==> src/core/otp_data_path_pkg.sv <==
package otp_data_path_pkg;

  // Register byte addresses
  localparam logic [31:0] CELL_WORD_ADDRESS_OFS   = 32'h07F40010;
  localparam logic [31:0] TRANSFER_WORD_COUNT_OFS = 32'h07F40014;
  localparam logic [31:0] FIFO_ACCESS_PORT_OFS    = 32'h07F40018;
  localparam logic [31:0] FIFO_LAST_READ_WORD_OFS = 32'h07F4001C;
  localparam logic [31:0] PROGRAM_WORD_LOW_OFS    = 32'h07F40020;
  localparam logic [31:0] PROGRAM_WORD_HIGH_OFS   = 32'h07F40024;

  // Field layout of the address and count registers
  localparam int          CELL_ADDR_WIDTH  = 14;
  localparam int          WORD_COUNT_WIDTH = 14;
  localparam int          HALF_SELECT_BIT  = 0;
  localparam int          PHYS_INDEX_WIDTH = 13;

  // Physical array word: data plus hidden correction bits
  localparam int          PHYS_WORD_WIDTH = 72;
  localparam int          ECC_WIDTH       = 8;
  localparam int          APP_DATA_WIDTH  = 64;
  localparam int          APP_WORD_WIDTH  = 32;

  // Values after reset, and the value read at unmapped addresses
  localparam logic [31:0] CELL_WORD_ADDRESS_RST   = 32'h00000000;
  localparam logic [31:0] TRANSFER_WORD_COUNT_RST = 32'h00000000;
  localparam logic [31:0] FIFO_LAST_READ_WORD_RST = 32'h00000000;
  localparam logic [31:0] PROGRAM_WORD_LOW_RST    = 32'h00000000;
  localparam logic [31:0] PROGRAM_WORD_HIGH_RST   = 32'h00000000;
  localparam logic [31:0] UNMAPPED_READ_VALUE     = 32'h00000000;

  // FIFO sizing
  localparam int          FIFO_DEPTH = 4;

  // Operating mode chosen by the mode control logic
  typedef enum logic [1:0] {
    mode_other,
    mode_auto_read,
    mode_auto_program,
    mode_manual_program
  } otp_mode_t;

  // Start point and length of an automatic run
  typedef struct packed {
    logic [PHYS_INDEX_WIDTH-1:0] phys_index;
    logic                        upper_half;
    logic [WORD_COUNT_WIDTH:0]   word_total;
  } run_cfg_t;

  // One manual programming command
  typedef struct packed {
    logic [PHYS_INDEX_WIDTH-1:0] phys_index;
    logic [APP_DATA_WIDTH-1:0]   data;
  } manual_program_mode_cmd_t;

endpackage

==> src/core/otp_data_path_regs.sv <==
// Behaviour
// - Cell address counts 32-bit application words, not physical array words.
// - Physical word is 72 bits: 8 hidden correction bits, 64 data bits.
// - Address bit zero picks the upper half; upper bits give physical index.
// - Cell address is the start point only in automatic read or program.
// - An automatic run moves word count plus one 32-bit words.
// - Logic never changes word count, except mirroring shows copied amount.
// - Automatic program without DMA: port writes push words into the FIFO.
// - Automatic read without DMA: port reads pop and return the next word.
// - Each port read also leaves the popped word in a read-only register.
// - Manual programming takes the low 32 bits from the low holding word.
// - Manual programming takes the high 32 bits from the high holding word.
`timescale 1ns/1ps

////////////////////////////////////////////////////////////////////////////////
// Small synchronous FIFO with registered flags
module otp_word_fifo #(
  parameter int WIDTH = 32,
  parameter int DEPTH = 4,
  parameter int LEVEL_WIDTH = $clog2(DEPTH + 1)
) (
  input  wire logic                   core_clk_in,
  input  wire logic                   reset_n_in,
  input  wire logic                   clk_en_in,
  input  wire logic                   flush_in,
  input  wire logic                   in_valid_in,
  output logic                        in_ready_out,
  input  wire logic [WIDTH-1:0]       in_data_in,
  output logic                        out_valid_out,
  input  wire logic                   out_ready_in,
  output logic [WIDTH-1:0]            out_data_out,
  output logic [LEVEL_WIDTH-1:0]      level_out
);

  localparam int PTR_WIDTH = (DEPTH > 1) ? $clog2(DEPTH) : 1;

  logic [WIDTH-1:0]       store_q [DEPTH];
  logic [PTR_WIDTH-1:0]   wr_ptr_q;
  logic [PTR_WIDTH-1:0]   rd_ptr_q;
  logic [LEVEL_WIDTH-1:0] level_q;
  logic                   in_ready_q;
  logic                   out_valid_q;
  logic                   push;
  logic                   pop;
  logic [LEVEL_WIDTH-1:0] level_d;

  // Pointer advance with wrap at the configured depth
  function automatic logic [PTR_WIDTH-1:0] next_ptr(input logic [PTR_WIDTH-1:0] ptr);
    if (ptr == PTR_WIDTH'(DEPTH - 1))
      return '0;
    return ptr + PTR_WIDTH'(1);
  endfunction

  // Handshakes on both sides
  assign push = in_valid_in && in_ready_q && !flush_in;
  assign pop  = out_ready_in && out_valid_q && !flush_in;

  // Next fill level
  always_comb
  begin
    level_d = level_q;
    if (flush_in)
      level_d = '0;
    else if (push && !pop)
      level_d = level_q + LEVEL_WIDTH'(1);
    else if (pop && !push)
      level_d = level_q - LEVEL_WIDTH'(1);
  end

  // Storage writes
  always_ff @(posedge core_clk_in)
  begin
    if (clk_en_in && push)
      store_q[wr_ptr_q] <= in_data_in;
  end

  // Pointers, level and flags
  always_ff @(posedge core_clk_in)
  begin
    if (!reset_n_in)
    begin
      wr_ptr_q <= '0;
      rd_ptr_q <= '0;
      level_q  <= '0;
      in_ready_q  <= 1'b1;
      out_valid_q <= 1'b0;
    end
    else if (clk_en_in)
    begin
      if (flush_in)
      begin
        wr_ptr_q <= '0;
        rd_ptr_q <= '0;
      end
      else
      begin
        if (push)
          wr_ptr_q <= next_ptr(wr_ptr_q);
        if (pop)
          rd_ptr_q <= next_ptr(rd_ptr_q);
      end
      level_q <= level_d;
      in_ready_q  <= (level_d != LEVEL_WIDTH'(DEPTH));
      out_valid_q <= (level_d != '0);
    end
  end

  assign in_ready_out  = in_ready_q;
  assign out_valid_out = out_valid_q;
  assign out_data_out  = store_q[rd_ptr_q];
  assign level_out     = level_q;

endmodule // otp_word_fifo

////////////////////////////////////////////////////////////////////////////////
// Address, count, FIFO port and holding-word registers of the OTP controller
module otp_data_path_regs #(
  parameter int FIFO_DEPTH  = otp_data_path_pkg::FIFO_DEPTH,
  parameter int LEVEL_WIDTH = $clog2(FIFO_DEPTH + 1)
) (
  input  wire logic                                     core_clk_in,
  input  wire logic                                     reset_n_in,
  input  wire logic                                     clk_en_in,
  // Register port
  input  wire logic [31:0]                              reg_addr_in,
  input  wire logic [31:0]                              reg_wdata_in,
  input  wire logic                                     reg_write_in,
  input  wire logic                                     reg_read_in,
  output logic [31:0]                                   reg_rdata_out,
  // From the mode control and status logic
  input  wire otp_data_path_pkg::otp_mode_t             mode_in,
  input  wire logic                                     dma_enable_in,
  input  wire logic                                     program_trigger_in,
  input  wire logic                                     mirror_active_in,
  input  wire logic [otp_data_path_pkg::WORD_COUNT_WIDTH-1:0] mirror_count_in,
  output logic [LEVEL_WIDTH-1:0]                        fifo_word_count_status_out,
  // Automatic run set-up towards the array sequencer
  output otp_data_path_pkg::run_cfg_t                   run_cfg_out,
  output logic                                          run_cfg_enable_out,
  // Automatic read: sequencer fills the FIFO
  input  wire logic                                     read_fill_valid_in,
  input  wire logic [31:0]                              read_fill_data_in,
  output logic                                          read_fill_ready_out,
  // Automatic program: sequencer drains the FIFO
  output logic                                          prog_drain_valid_out,
  output logic [31:0]                                   prog_drain_data_out,
  input  wire logic                                     prog_drain_ready_in,
  // Manual programming command
  output otp_data_path_pkg::manual_program_mode_cmd_t                 manual_program_mode_cmd_out,
  output logic                                          manual_program_mode_start_out
);

  localparam int CW = otp_data_path_pkg::CELL_ADDR_WIDTH;
  localparam int NW = otp_data_path_pkg::WORD_COUNT_WIDTH;

  logic [CW-1:0]            cell_word_address_q;
  logic [NW-1:0]            transfer_word_count_q;
  logic [31:0]              fifo_last_read_word_q;
  logic [31:0]              program_word_low_q;
  logic [31:0]              program_word_high_q;
  logic [31:0]              rdata_q;
  otp_data_path_pkg::otp_mode_t mode_q;
  otp_data_path_pkg::run_cfg_t  run_cfg_q;
  otp_data_path_pkg::manual_program_mode_cmd_t manual_program_mode_cmd_q;
  logic                     run_cfg_enable_q;
  logic                     manual_program_mode_start_q;

  logic                     sel_addr;
  logic                     sel_count;
  logic                     sel_port;
  logic                     sel_last;
  logic                     sel_low;
  logic                     sel_high;
  logic                     port_push;
  logic                     port_pop;
  logic                     fifo_flush;
  logic                     fifo_in_valid;
  logic [31:0]              fifo_in_data;
  logic                     fifo_in_ready;
  logic                     fifo_out_valid;
  logic                     fifo_out_ready;
  logic [31:0]              fifo_out_data;
  logic [LEVEL_WIDTH-1:0]   fifo_level;
  logic [31:0]              read_mux;

  //////////////////////////////////////////////////////////////////////////////
  // Address decode
  assign sel_addr  = (reg_addr_in == otp_data_path_pkg::CELL_WORD_ADDRESS_OFS);
  assign sel_count = (reg_addr_in == otp_data_path_pkg::TRANSFER_WORD_COUNT_OFS);
  assign sel_port  = (reg_addr_in == otp_data_path_pkg::FIFO_ACCESS_PORT_OFS);
  assign sel_last  = (reg_addr_in == otp_data_path_pkg::FIFO_LAST_READ_WORD_OFS);
  assign sel_low   = (reg_addr_in == otp_data_path_pkg::PROGRAM_WORD_LOW_OFS);
  assign sel_high  = (reg_addr_in == otp_data_path_pkg::PROGRAM_WORD_HIGH_OFS);

  //////////////////////////////////////////////////////////////////////////////
  // FIFO access port
  // program mode push, read mode pop
  assign port_push = reg_write_in && sel_port && !dma_enable_in
                     && (mode_in == otp_data_path_pkg::mode_auto_program);
  assign port_pop  = reg_read_in && sel_port && !dma_enable_in
                     && (mode_in == otp_data_path_pkg::mode_auto_read);

  // A mode change empties the FIFO; a port read in that same cycle still returns the old head word
  assign fifo_flush = (mode_in != mode_q);

  // Filling side: software or DMA in program mode, sequencer in read mode
  always_comb
  begin
    fifo_in_valid = 1'b0;
    fifo_in_data  = port_push ? reg_wdata_in : read_fill_data_in;
    if (mode_in == otp_data_path_pkg::mode_auto_program)
      fifo_in_valid = port_push || (dma_enable_in && read_fill_valid_in);
    else if (mode_in == otp_data_path_pkg::mode_auto_read)
      fifo_in_valid = read_fill_valid_in;
  end

  // Draining side: sequencer in program mode, software or DMA in read mode
  always_comb
  begin
    fifo_out_ready = 1'b0;
    if (mode_in == otp_data_path_pkg::mode_auto_program)
      fifo_out_ready = prog_drain_ready_in;
    else if (mode_in == otp_data_path_pkg::mode_auto_read)
      fifo_out_ready = dma_enable_in ? prog_drain_ready_in : port_pop;
  end

  otp_word_fifo #(
    .WIDTH       (32),
    .DEPTH       (FIFO_DEPTH),
    .LEVEL_WIDTH (LEVEL_WIDTH)
  ) u_fifo (
    .core_clk_in   (core_clk_in),
    .reset_n_in    (reset_n_in),
    .clk_en_in     (clk_en_in),
    .flush_in      (fifo_flush),
    .in_valid_in   (fifo_in_valid),
    .in_ready_out  (fifo_in_ready),
    .in_data_in    (fifo_in_data),
    .out_valid_out (fifo_out_valid),
    .out_ready_in  (fifo_out_ready),
    .out_data_out  (fifo_out_data),
    .level_out     (fifo_level)
  );

  //////////////////////////////////////////////////////////////////////////////
  // Mode tracking for the flush
  always_ff @(posedge core_clk_in)
  begin
    if (!reset_n_in)
      mode_q <= otp_data_path_pkg::mode_other;
    else if (clk_en_in)
      mode_q <= mode_in;
  end

  // Cell address register
  always_ff @(posedge core_clk_in)
  begin
    if (!reset_n_in)
      cell_word_address_q <= otp_data_path_pkg::CELL_WORD_ADDRESS_RST[CW-1:0];
    else if (clk_en_in && reg_write_in && sel_addr)
      cell_word_address_q <= reg_wdata_in[CW-1:0];
  end

  // Word count register
  always_ff @(posedge core_clk_in)
  begin
    if (!reset_n_in)
      transfer_word_count_q <= otp_data_path_pkg::TRANSFER_WORD_COUNT_RST[NW-1:0];
    else if (clk_en_in)
    begin
      if (mirror_active_in)
        transfer_word_count_q <= mirror_count_in;
      else if (reg_write_in && sel_count)
        transfer_word_count_q <= reg_wdata_in[NW-1:0];
    end
  end

  // Holding words for manual programming
  always_ff @(posedge core_clk_in)
  begin
    if (!reset_n_in)
    begin
      program_word_low_q  <= otp_data_path_pkg::PROGRAM_WORD_LOW_RST;
      program_word_high_q <= otp_data_path_pkg::PROGRAM_WORD_HIGH_RST;
    end
    else if (clk_en_in && reg_write_in)
    begin
      if (sel_low)
        program_word_low_q <= reg_wdata_in;
      if (sel_high)
        program_word_high_q <= reg_wdata_in;
    end
  end

  // Copy of the last word popped by a port read
  always_ff @(posedge core_clk_in)
  begin
    if (!reset_n_in)
      fifo_last_read_word_q <= otp_data_path_pkg::FIFO_LAST_READ_WORD_RST;
    else if (clk_en_in && port_pop && fifo_out_valid)
      fifo_last_read_word_q <= fifo_out_data;
  end

  //////////////////////////////////////////////////////////////////////////////
  // Read data mux
  always_comb
  begin
    read_mux = otp_data_path_pkg::UNMAPPED_READ_VALUE;
    if (sel_addr)
      read_mux = {{(32 - CW){1'b0}}, cell_word_address_q};
    else if (sel_count)
      read_mux = {{(32 - NW){1'b0}}, transfer_word_count_q};
    else if (sel_port)
      read_mux = (port_pop && fifo_out_valid) ? fifo_out_data : 32'h00000000;
    else if (sel_last)
      read_mux = fifo_last_read_word_q;
    else if (sel_low)
      read_mux = program_word_low_q;
    else if (sel_high)
      read_mux = program_word_high_q;
  end

  // Read data stand in the cycle after the strobe only
  always_ff @(posedge core_clk_in)
  begin
    if (!reset_n_in)
      rdata_q <= 32'h00000000;
    else if (clk_en_in)
      rdata_q <= reg_read_in ? read_mux : 32'h00000000;
  end

  //////////////////////////////////////////////////////////////////////////////
  // Automatic run set-up
  always_ff @(posedge core_clk_in)
  begin
    if (!reset_n_in)
    begin
      run_cfg_q        <= '0;
      run_cfg_enable_q <= 1'b0;
    end
    else if (clk_en_in)
    begin
      run_cfg_q.upper_half <= cell_word_address_q[otp_data_path_pkg::HALF_SELECT_BIT];
      run_cfg_q.phys_index <= cell_word_address_q[CW-1:1];
      run_cfg_q.word_total <= {1'b0, transfer_word_count_q} + (NW + 1)'(1);
      run_cfg_enable_q <= (mode_in == otp_data_path_pkg::mode_auto_read)
                          || (mode_in == otp_data_path_pkg::mode_auto_program);
    end
  end

  // Manual programming command capture
  always_ff @(posedge core_clk_in)
  begin
    if (!reset_n_in)
    begin
      manual_program_mode_cmd_q   <= '0;
      manual_program_mode_start_q <= 1'b0;
    end
    else if (clk_en_in)
    begin
      manual_program_mode_start_q <= 1'b0;
      if (program_trigger_in && mode_in == otp_data_path_pkg::mode_manual_program)
      begin
        // 64 data bits, correction added downstream
        manual_program_mode_cmd_q.data       <= {program_word_high_q, program_word_low_q};
        manual_program_mode_cmd_q.phys_index <= cell_word_address_q[CW-1:1];
        manual_program_mode_start_q          <= 1'b1;
      end
    end
  end

  //////////////////////////////////////////////////////////////////////////////
  // Outputs
  assign reg_rdata_out              = rdata_q;
  assign run_cfg_out                = run_cfg_q;
  assign run_cfg_enable_out         = run_cfg_enable_q;
  assign manual_program_mode_cmd_out              = manual_program_mode_cmd_q;
  assign manual_program_mode_start_out            = manual_program_mode_start_q;
  assign fifo_word_count_status_out = fifo_level;
  assign read_fill_ready_out        = fifo_in_ready;   // Registered not-full flag
  assign prog_drain_valid_out       = fifo_out_valid;  // Registered not-empty flag
  assign prog_drain_data_out        = fifo_out_data;

endmodule // otp_data_path_regs
==> config.mk <==
export PLATFORM = sky130hd
export DESIGN_NAME = otp_data_path_regs
export DESIGN_NICKNAME = d
export VERILOG_FILES = /design/src/core/otp_data_path_pkg.sv /design/src/core/otp_data_path_regs.sv
export SDC_FILE = /design/constraint.sdc
export NUM_CORES = 1
export LEC_CHECK = 0
export ABC_CLOCK_PERIOD_IN_PS = 10900
export BUFFER_PORTS_ARGS = -buffer_cell sky130_fd_sc_hd__buf_2
export CORE_UTILIZATION = 48
export CTS_CLUSTER_DIAMETER = 50
export DETAILED_ROUTE_END_ITERATION = 16
export GPL_TIMING_DRIVEN = 0
export PLACE_DENSITY = 0.7
export SETUP_SLACK_MARGIN = 0.3
export SLEW_MARGIN = 5
export SYNTH_ARGS = -nofsm -noshare
export SYNTH_HDL_FRONTEND = slang
export SYNTH_SLANG_ARGS = --single-unit
==> constraint.sdc <==
create_clock -name core_clk_in -period 10.9 [get_ports core_clk_in]
set_input_delay 1.09 -clock core_clk_in [delete_from_list [all_inputs] [get_ports core_clk_in]]
set_output_delay 1.09 -clock core_clk_in [all_outputs]
set_load 0.005 [all_outputs]
Yosys cells after proc, flatten, opt, wreduce, memory -nomap -nowiden

Memory sizes are Yosys's and may differ from the RTL's. A register that Yosys moved wholly into a read port is not among the register bits.
Cells that the tools add are included.
W data, S select, Z words.

Bits in registers: 275
Bits in writable memories: 128
Input port bits: 122
Output and inout port bits: 177
Logic and storage cells: 117
Memories: 1

Memory list:

| name           | words | width | read ports | clocked after memory_dff | wr ports | line                     | source |
|---|---|---|---|---|---|---|---|
| u_fifo.store_q | 4     | 32    | 1          | 1                        | 1        | otp_data_path_regs.sv:37 | `logic [WIDTH-1:0] store_q [DEPTH];` |

Add/subtract/negate cells: 5
Equality and inequality tests: 13
Multiplexer cells: 42
Reduce and logical (&&, ||, !) cells: 37

Operators with widths:

| operator                | number |
|---|---|
| $mux W32                | 9 |
| $eq A32 B27 Y1 const B  | 6 |
| $mux W14                | 2 |
| $logic_and A1 B1 Y1     | 21 |
| $mux W2                 | 10 |
| $mux W1                 | 18 |
| $add A14 B1 Y15 const B | 1 |
| $reduce_and A2 Y1       | 6 |
| $mux W3                 | 3 |
| $eq A2 B2 Y1 const B    | 4 |
| $reduce_bool A2 Y1      | 3 |
| $add A2 B1 Y2 const B   | 2 |
| $logic_not A1 Y1        | 4 |
| $add A3 B1 Y3 const B   | 1 |
| $ne A3 B3 Y1 const B    | 1 |
| $reduce_bool A3 Y1      | 1 |
| $sub A3 B1 Y3 const B   | 1 |
| $eq A2 B1 Y1 const B    | 1 |
| $logic_or A1 B1 Y1      | 2 |
| $ne A2 B2 Y1            | 1 |

Logic depth before layout (Yosys ltp)

Depth in word-level cells: 18
Mapped depth: 11

Hierarchy

Synthesis repeated with hierarchy kept, for this count alone.

Cell total of the unflattened synthesis: 1594
Area, all modules: 16991.3 µm²

Modules (own cells, without submodules):

| module             | instances | cells an instance | area an instance (µm²) | seq. area each (µm²) |
|---|---|---|---|---|
| otp_data_path_regs | 1         | 1351              | 11716.2                | 5325.1 |
| otp_word_fifo      | 1         | 243               | 5275.1                 | 4063.9 |

Least setup slack after synthesis

No wires, ideal clock.

Path type: input to register
Start point: in reg_addr_in[27]
End point: mem u_fifo.store_q[0][0], enable pin
Arrival: 3.769 ns
Slack: 6.739 ns
Stages: 6
Cell sequence: or4b_4 > or4_4 > nor4_2 > nor2_1 > nor2_1 > and2_1

Longest elaborated chain between the ends: 11

Ends and longest elaborated chain:

| item                             | line                      | source |
|---|---|---|
| start, declared                  | otp_data_path_regs.sv:125 | `input wire logic [31:0] reg_addr_in,` |
| $eq A32 B27 Y1                   | otp_data_path_regs.sv:190 | `assign sel_port = (reg_addr_in == otp_data_path_pkg::FIFO_ACCESS_PORT_OFS);` |
| $logic_and A1 B1 Y1 (2 in a row) | otp_data_path_regs.sv:198 | `assign port_push = reg_write_in && sel_port && !dma_enable_in` |
| $logic_and A1 B1 Y1              | otp_data_path_regs.sv:199 | `&& (mode_in == otp_data_path_pkg::mode_auto_program);` |
| $logic_or A1 B1 Y1               | otp_data_path_regs.sv:212 | `fifo_in_valid = port_push \|\| (dma_enable_in && read_fill_valid_in);` |
| $mux W1                          | otp_data_path_regs.sv:211 | `if (mode_in == otp_data_path_pkg::mode_auto_program)` |
| $logic_and A1 B1 Y1 (2 in a row) | otp_data_path_regs.sv:55  | `assign push = in_valid_in && in_ready_q && !flush_in;` |
| $logic_and A1 B1 Y1              | otp_data_path_regs.sv:73  | `if (clk_en_in && push)` |
| $mux W1                          | otp_data_path_regs.sv:73  |  |
| $mux W1 (not written as such)    | otp_data_path_regs.sv:74  | `store_q[wr_ptr_q] <= in_data_in;` |
| end, declared                    | otp_data_path_regs.sv:37  |  |

Every way passes these cells.

Final worst setup path

Start point: in reg_addr_in[31]
End point: mem u_fifo.store_q[2][15] (data pin)

Longest elaborated chain between the ends: 5

Ends and longest elaborated chain:

| item                             | line                      | source |
|---|---|---|
| $eq A32 B27 Y1                   | otp_data_path_regs.sv:190 |  |
| $logic_and A1 B1 Y1 (2 in a row) | otp_data_path_regs.sv:198 |  |
| $logic_and A1 B1 Y1              | otp_data_path_regs.sv:199 |  |
| $mux W32                         | otp_data_path_regs.sv:210 | `fifo_in_data = port_push ? reg_wdata_in : read_fill_data_in;` |
| via fifo_in_data[15]             | otp_data_path_regs.sv:178 | `logic [31:0] fifo_in_data;` |

The timed path passes the listed nets, and every way through them passes these cells.

==> flow_metrics.py <==
metrics = {
    "job": {
        "max_cap_violations": 0,
    },
    "synth": {
        "ys.warnings.count": 0,
        "synth_edf_count": 128,
        "yosysUniqueCellTypes": 55,
        "post_synth_and_or_nand_nor_area_fraction_pct": 14.6,
        "syn_area_um2": 17100,
        "synthArstFlopShare_pct": 0,
        "synthMuxAreaShare_pct": 10.3,
        "synth_xor_area_share_pct": 0.863,
        "synth_ff_type": "dfxtp_1",
        "synth_top_family_by_area": "compound AO/OA/AOI/OAI gates",
        "netlist_instances": 1617,
        "avgSynthCellArea_um2": 10.6,
        "syn_nets": 1750,
        "synth_compound_area_share_pct": 15.2,
        "seq_area_frac_synth_pct": 54.9,
        "synthAdderAreaFrac_pct": 0.805,
        "ys_ff_latch": 405,
    },
    "clocking": {
        "clock_path_buffers": 3,
        "clock-sinks": 405,
        "ctsResizeCount": 0,
        "clk_pin_slew_ps": 60,
        "cts_setup_buffers": 0,
        "cts_max_level": 2,
        "root_buffer": "clkbuf_16",
        "hold_buffers": 0,
        "cts_tree": "done",
        "numCtsBuffers": 44,
        "insertion_delay_ps": 550,
    },
    "global_route": {
        "grt_pass1_vias": 13045,
        "antenna_found_initial": 3,
        "grt_use_total_pct": 29.0,
        "gr-total-overflow": 0,
        "grt_pass1_wl_um": 78700,
        "grt_max_degree": 33,
    },
    "detailed_routing": {
        "vias": 13757,
        "drt-pass1-iter-count": 10,
        "first_iter_violations": 1258,
        "routedWlPerCell_um": 21.7,
        "routed_wl_um": 53200,
        "routed_via_density": 5.60,
        "drc": 0,
        "ant_nets": 0,
    },
    "sta": {
        "fin_ws_ps": 7010,
        "period_needed_ps": 3890,
        "fin_setup_tns_ps": 0,
        "slew_headroom_pct": 27.7,
        "fin_skew_ps": 13.4,
        "setup_violations": 0,
        "slew_violations": 0,
        "worst_pin_slew_ps": 1080,
        "finalHoldViolCount": 0,
        "fin_crit_sh_pct": 35.7,
        "hold_ws_ps": 457,
        "rsz0062_at_grt": "false",
        "max_freq_mhz": 257,
    },
    "critical_path": {
        "crit_path_end_kind": "register",
        "worst-setup-path-type": "in -> reg",
        "crit_path_max_fanout": 10,
        "critPathLaunch": "reg_addr_in[31]",
        "cp.arrival_ps": 4160,
        "critPathLaunchType": "input port",
        "cp_cell_sequence": "buf_2, or4_1, or3_1, nor4_1, clkbuf_1, mux2_2",
        "crit_required_ps": 11180,
        "critPathMaxStageDelay_ps": 830,
        "cp_slowest_cell": "nor4_1",
    },
    "pwr": {
        "combPwrFrac_pct": 4.8,
        "p_int_w": 0.00250,
        "p_sw_share_pct": 21.8,
        "powerDensity_nw_per_um2": 155,
        "clock_power_share_pct": 45.9,
        "seqPwrFrac_pct": 49.3,
        "switching_power_w": 0.000696,
        "cellLeakagePower_nw": 7.86,
        "ir_drop_v": 0.000106,
    },
    "floorplanning": {
        "dieArea_um2": 36400,
        "ios": 299,
        "rows": 68,
        "start_util_pct": 49.1,
        "die_y_um": 191,
        "core_um2": 34800,
        "fp.dieW_um": 191,
    },
    "status": {
        "status": "finished, final reports clean",
    },
    "cells_and_area": {
        "finalNetCount": 2095,
        "area_growth_pct": 20.9,
        "drive_gt1_share_pct": 24.3,
    },
    "placed_design": {
        "gp_congestion": 0.917,
        "hpwl_um": 40200,
        "place_ws_ps": 6410,
        "portBuffers": 295,
    },
    "worst_hold_path": {
        "hold_start": "manual_program_mode_cmd_out[5]",
        "hold_path_class": "reg -> reg",
    },
}
-- path summary, 6_finish.rpt --
kind                               endpoint  slack [ps]  cells past startpoint
max                   u_fifo.store_q[2][15]        7010                      6
min          manual_program_mode_cmd_out[5]         460                      2
max reg2reg                reg_rdata_out[2]        8000                      6
min reg2reg  manual_program_mode_cmd_out[5]         460                      2
-- cells by family (layout without fill, tap and decap cells) --
kind of cell / Yosys count / after routing
adder cells (fa/ha/maj): 11 / 11
multiplexers: 128 / 128
other: 0 / 6
AO/OA/AOI/OAI: 335 / 335
flip-flops: 405 / 405
XOR/XNOR: 16 / 16
AND/OR/NAND/NOR: 575 / 575
buffers and inverters: 147 / 524
-- cells in the mapped netlist, types with 3 or more instances --
| cell | count | area [um^2] |
|---|---|---|
| o22ai_1 | 19 | 119 |
| a21oi_1 | 20 | 100 |
| buf_1 | 7 | 26.3 |
| dfxtp_1 | 277 | 5550 |
| nand4_1 | 6 | 37.5 |
| mux4_2 | 32 | 721 |
| o21ai_0 | 5 | 25.0 |
| or2_2 | 4 | 25.0 |
| xnor2_1 | 9 | 78.8 |
| and3_1 | 7 | 43.8 |
| a21boi_0 | 186 | 1400 |
| a21boi_1 | 3 | 22.5 |
| a222oi_1 | 29 | 290 |
| mux2i_1 | 34 | 340 |
| ha_1 | 11 | 138 |
| a22oi_1 | 4 | 30.0 |
| xor2_1 | 6 | 52.6 |
| mux2_2 | 61 | 687 |
| a31oi_1 | 3 | 18.8 |
| a22o_1 | 14 | 123 |
| nor2b_1 | 37 | 231 |
| nor3_1 | 5 | 25.0 |
| clkbuf_1 | 102 | 383 |
| buf_2 | 10 | 50.1 |
| o211a_1 | 27 | 270 |
| nand3_1 | 11 | 55.1 |
| and2_1 | 29 | 181 |
| nor4_1 | 7 | 43.8 |
| inv_1 | 28 | 105 |
| nand2b_1 | 3 | 18.8 |
| nand2_1 | 436 | 1640 |
| edfxtp_1 | 128 | 3840 |
| o21a_1 | 15 | 113 |
| or4_1 | 3 | 22.5 |
| nor2_1 | 13 | 48.8 |
-- per-layer routing --
metal	track usage [%]	part of all wire, %
met1	40.5	42
met2	44.0	45
met3	4.71	9.3
met4	13.0	4.2
met5	0	0
-- layout make-up --
| class | count | area (um^2) |
|---|---|---|
| Clock buffer | 63 | 1300 |
| Buffer | 119 | 459 |
| Timing Repair Buffer | 299 | 1560 |
| Inverter | 28 | 105 |
| Multi-Input combinational cell | 1065 | 7150 |
| Clock inverter | 15 | 131 |
| Tap cell | 455 | 569 |
| Antenna cell | 6 | 15.0 |
| Sequential cell | 405 | 9390 |
| Fill cell | 2930 | 14100 |
-- power groups by stage --
stage / registers (W) / clock network [W] / logic, W
floorplan: 0.00160 / 0 / 0.0000764
global placement: 0.00161 / 0 / 0.000148
detailed placement: 0.00161 / 0 / 0.000150
CTS: 0.00157 / 0.00148 / 0.000151
global route: 0.00157 / 0.00154 / 0.000164
finish: 0.00157 / 0.00147 / 0.000154
-- state kept, by name (all words and copies together), names as in the netlist, named ones only --
signal	cells
program_word_high_q	32
manual_program_mode_start_out	1
run_cfg_out	29
manual_program_mode_cmd_out	77
run_cfg_enable_out	1
u_fifo.rd_ptr_q	2
program_word_low_q	32
u_fifo.store_q	128
cell_word_address_q	14
u_fifo.out_valid_out	1
reg_rdata_out	32
u_fifo.in_ready_out	1
u_fifo.level_out	3
u_fifo.wr_ptr_q	2
fifo_last_read_word_q	32
mode_q	2
transfer_word_count_q	14
-- stage by stage --
stage	util [%]	total power (W)	cells	cell area (um^2)
5_1_grt	59.4	0.00328	2452	20700
6_report	59.4	0.00320	2455	20700
2_1_floorplan	-	0.00168	1617	17100
3_5_place_dp	55.3	0.00176	2371	19200
4_1_cts	59.4	0.00321	2449	20700
3_3_place_gp	55.0	0.00175	2367	19100
-- cell usage in the layout, fill, tap and decap left out, types with 20 or more instances in the layout --
cell type  instances
a21boi_0         186
a21oi_1           20
a222oi_1          29
and2_1            25
buf_2            305
clkbuf_1         109
clkbuf_16         45
dfxtp_1          277
edfxtp_1         128
inv_1             28
mux2_2            61
mux2i_1           34
mux4_2            32
nand2_1          436
nor2b_1           37
o211a_1           27
-- worst max-delay path, delay by kind of cell --
kind          cells  cell delay, ps
buf+inv           2             740
simple gates      3            1870
mux               1             460
Power figures use the tool's default switching activity.
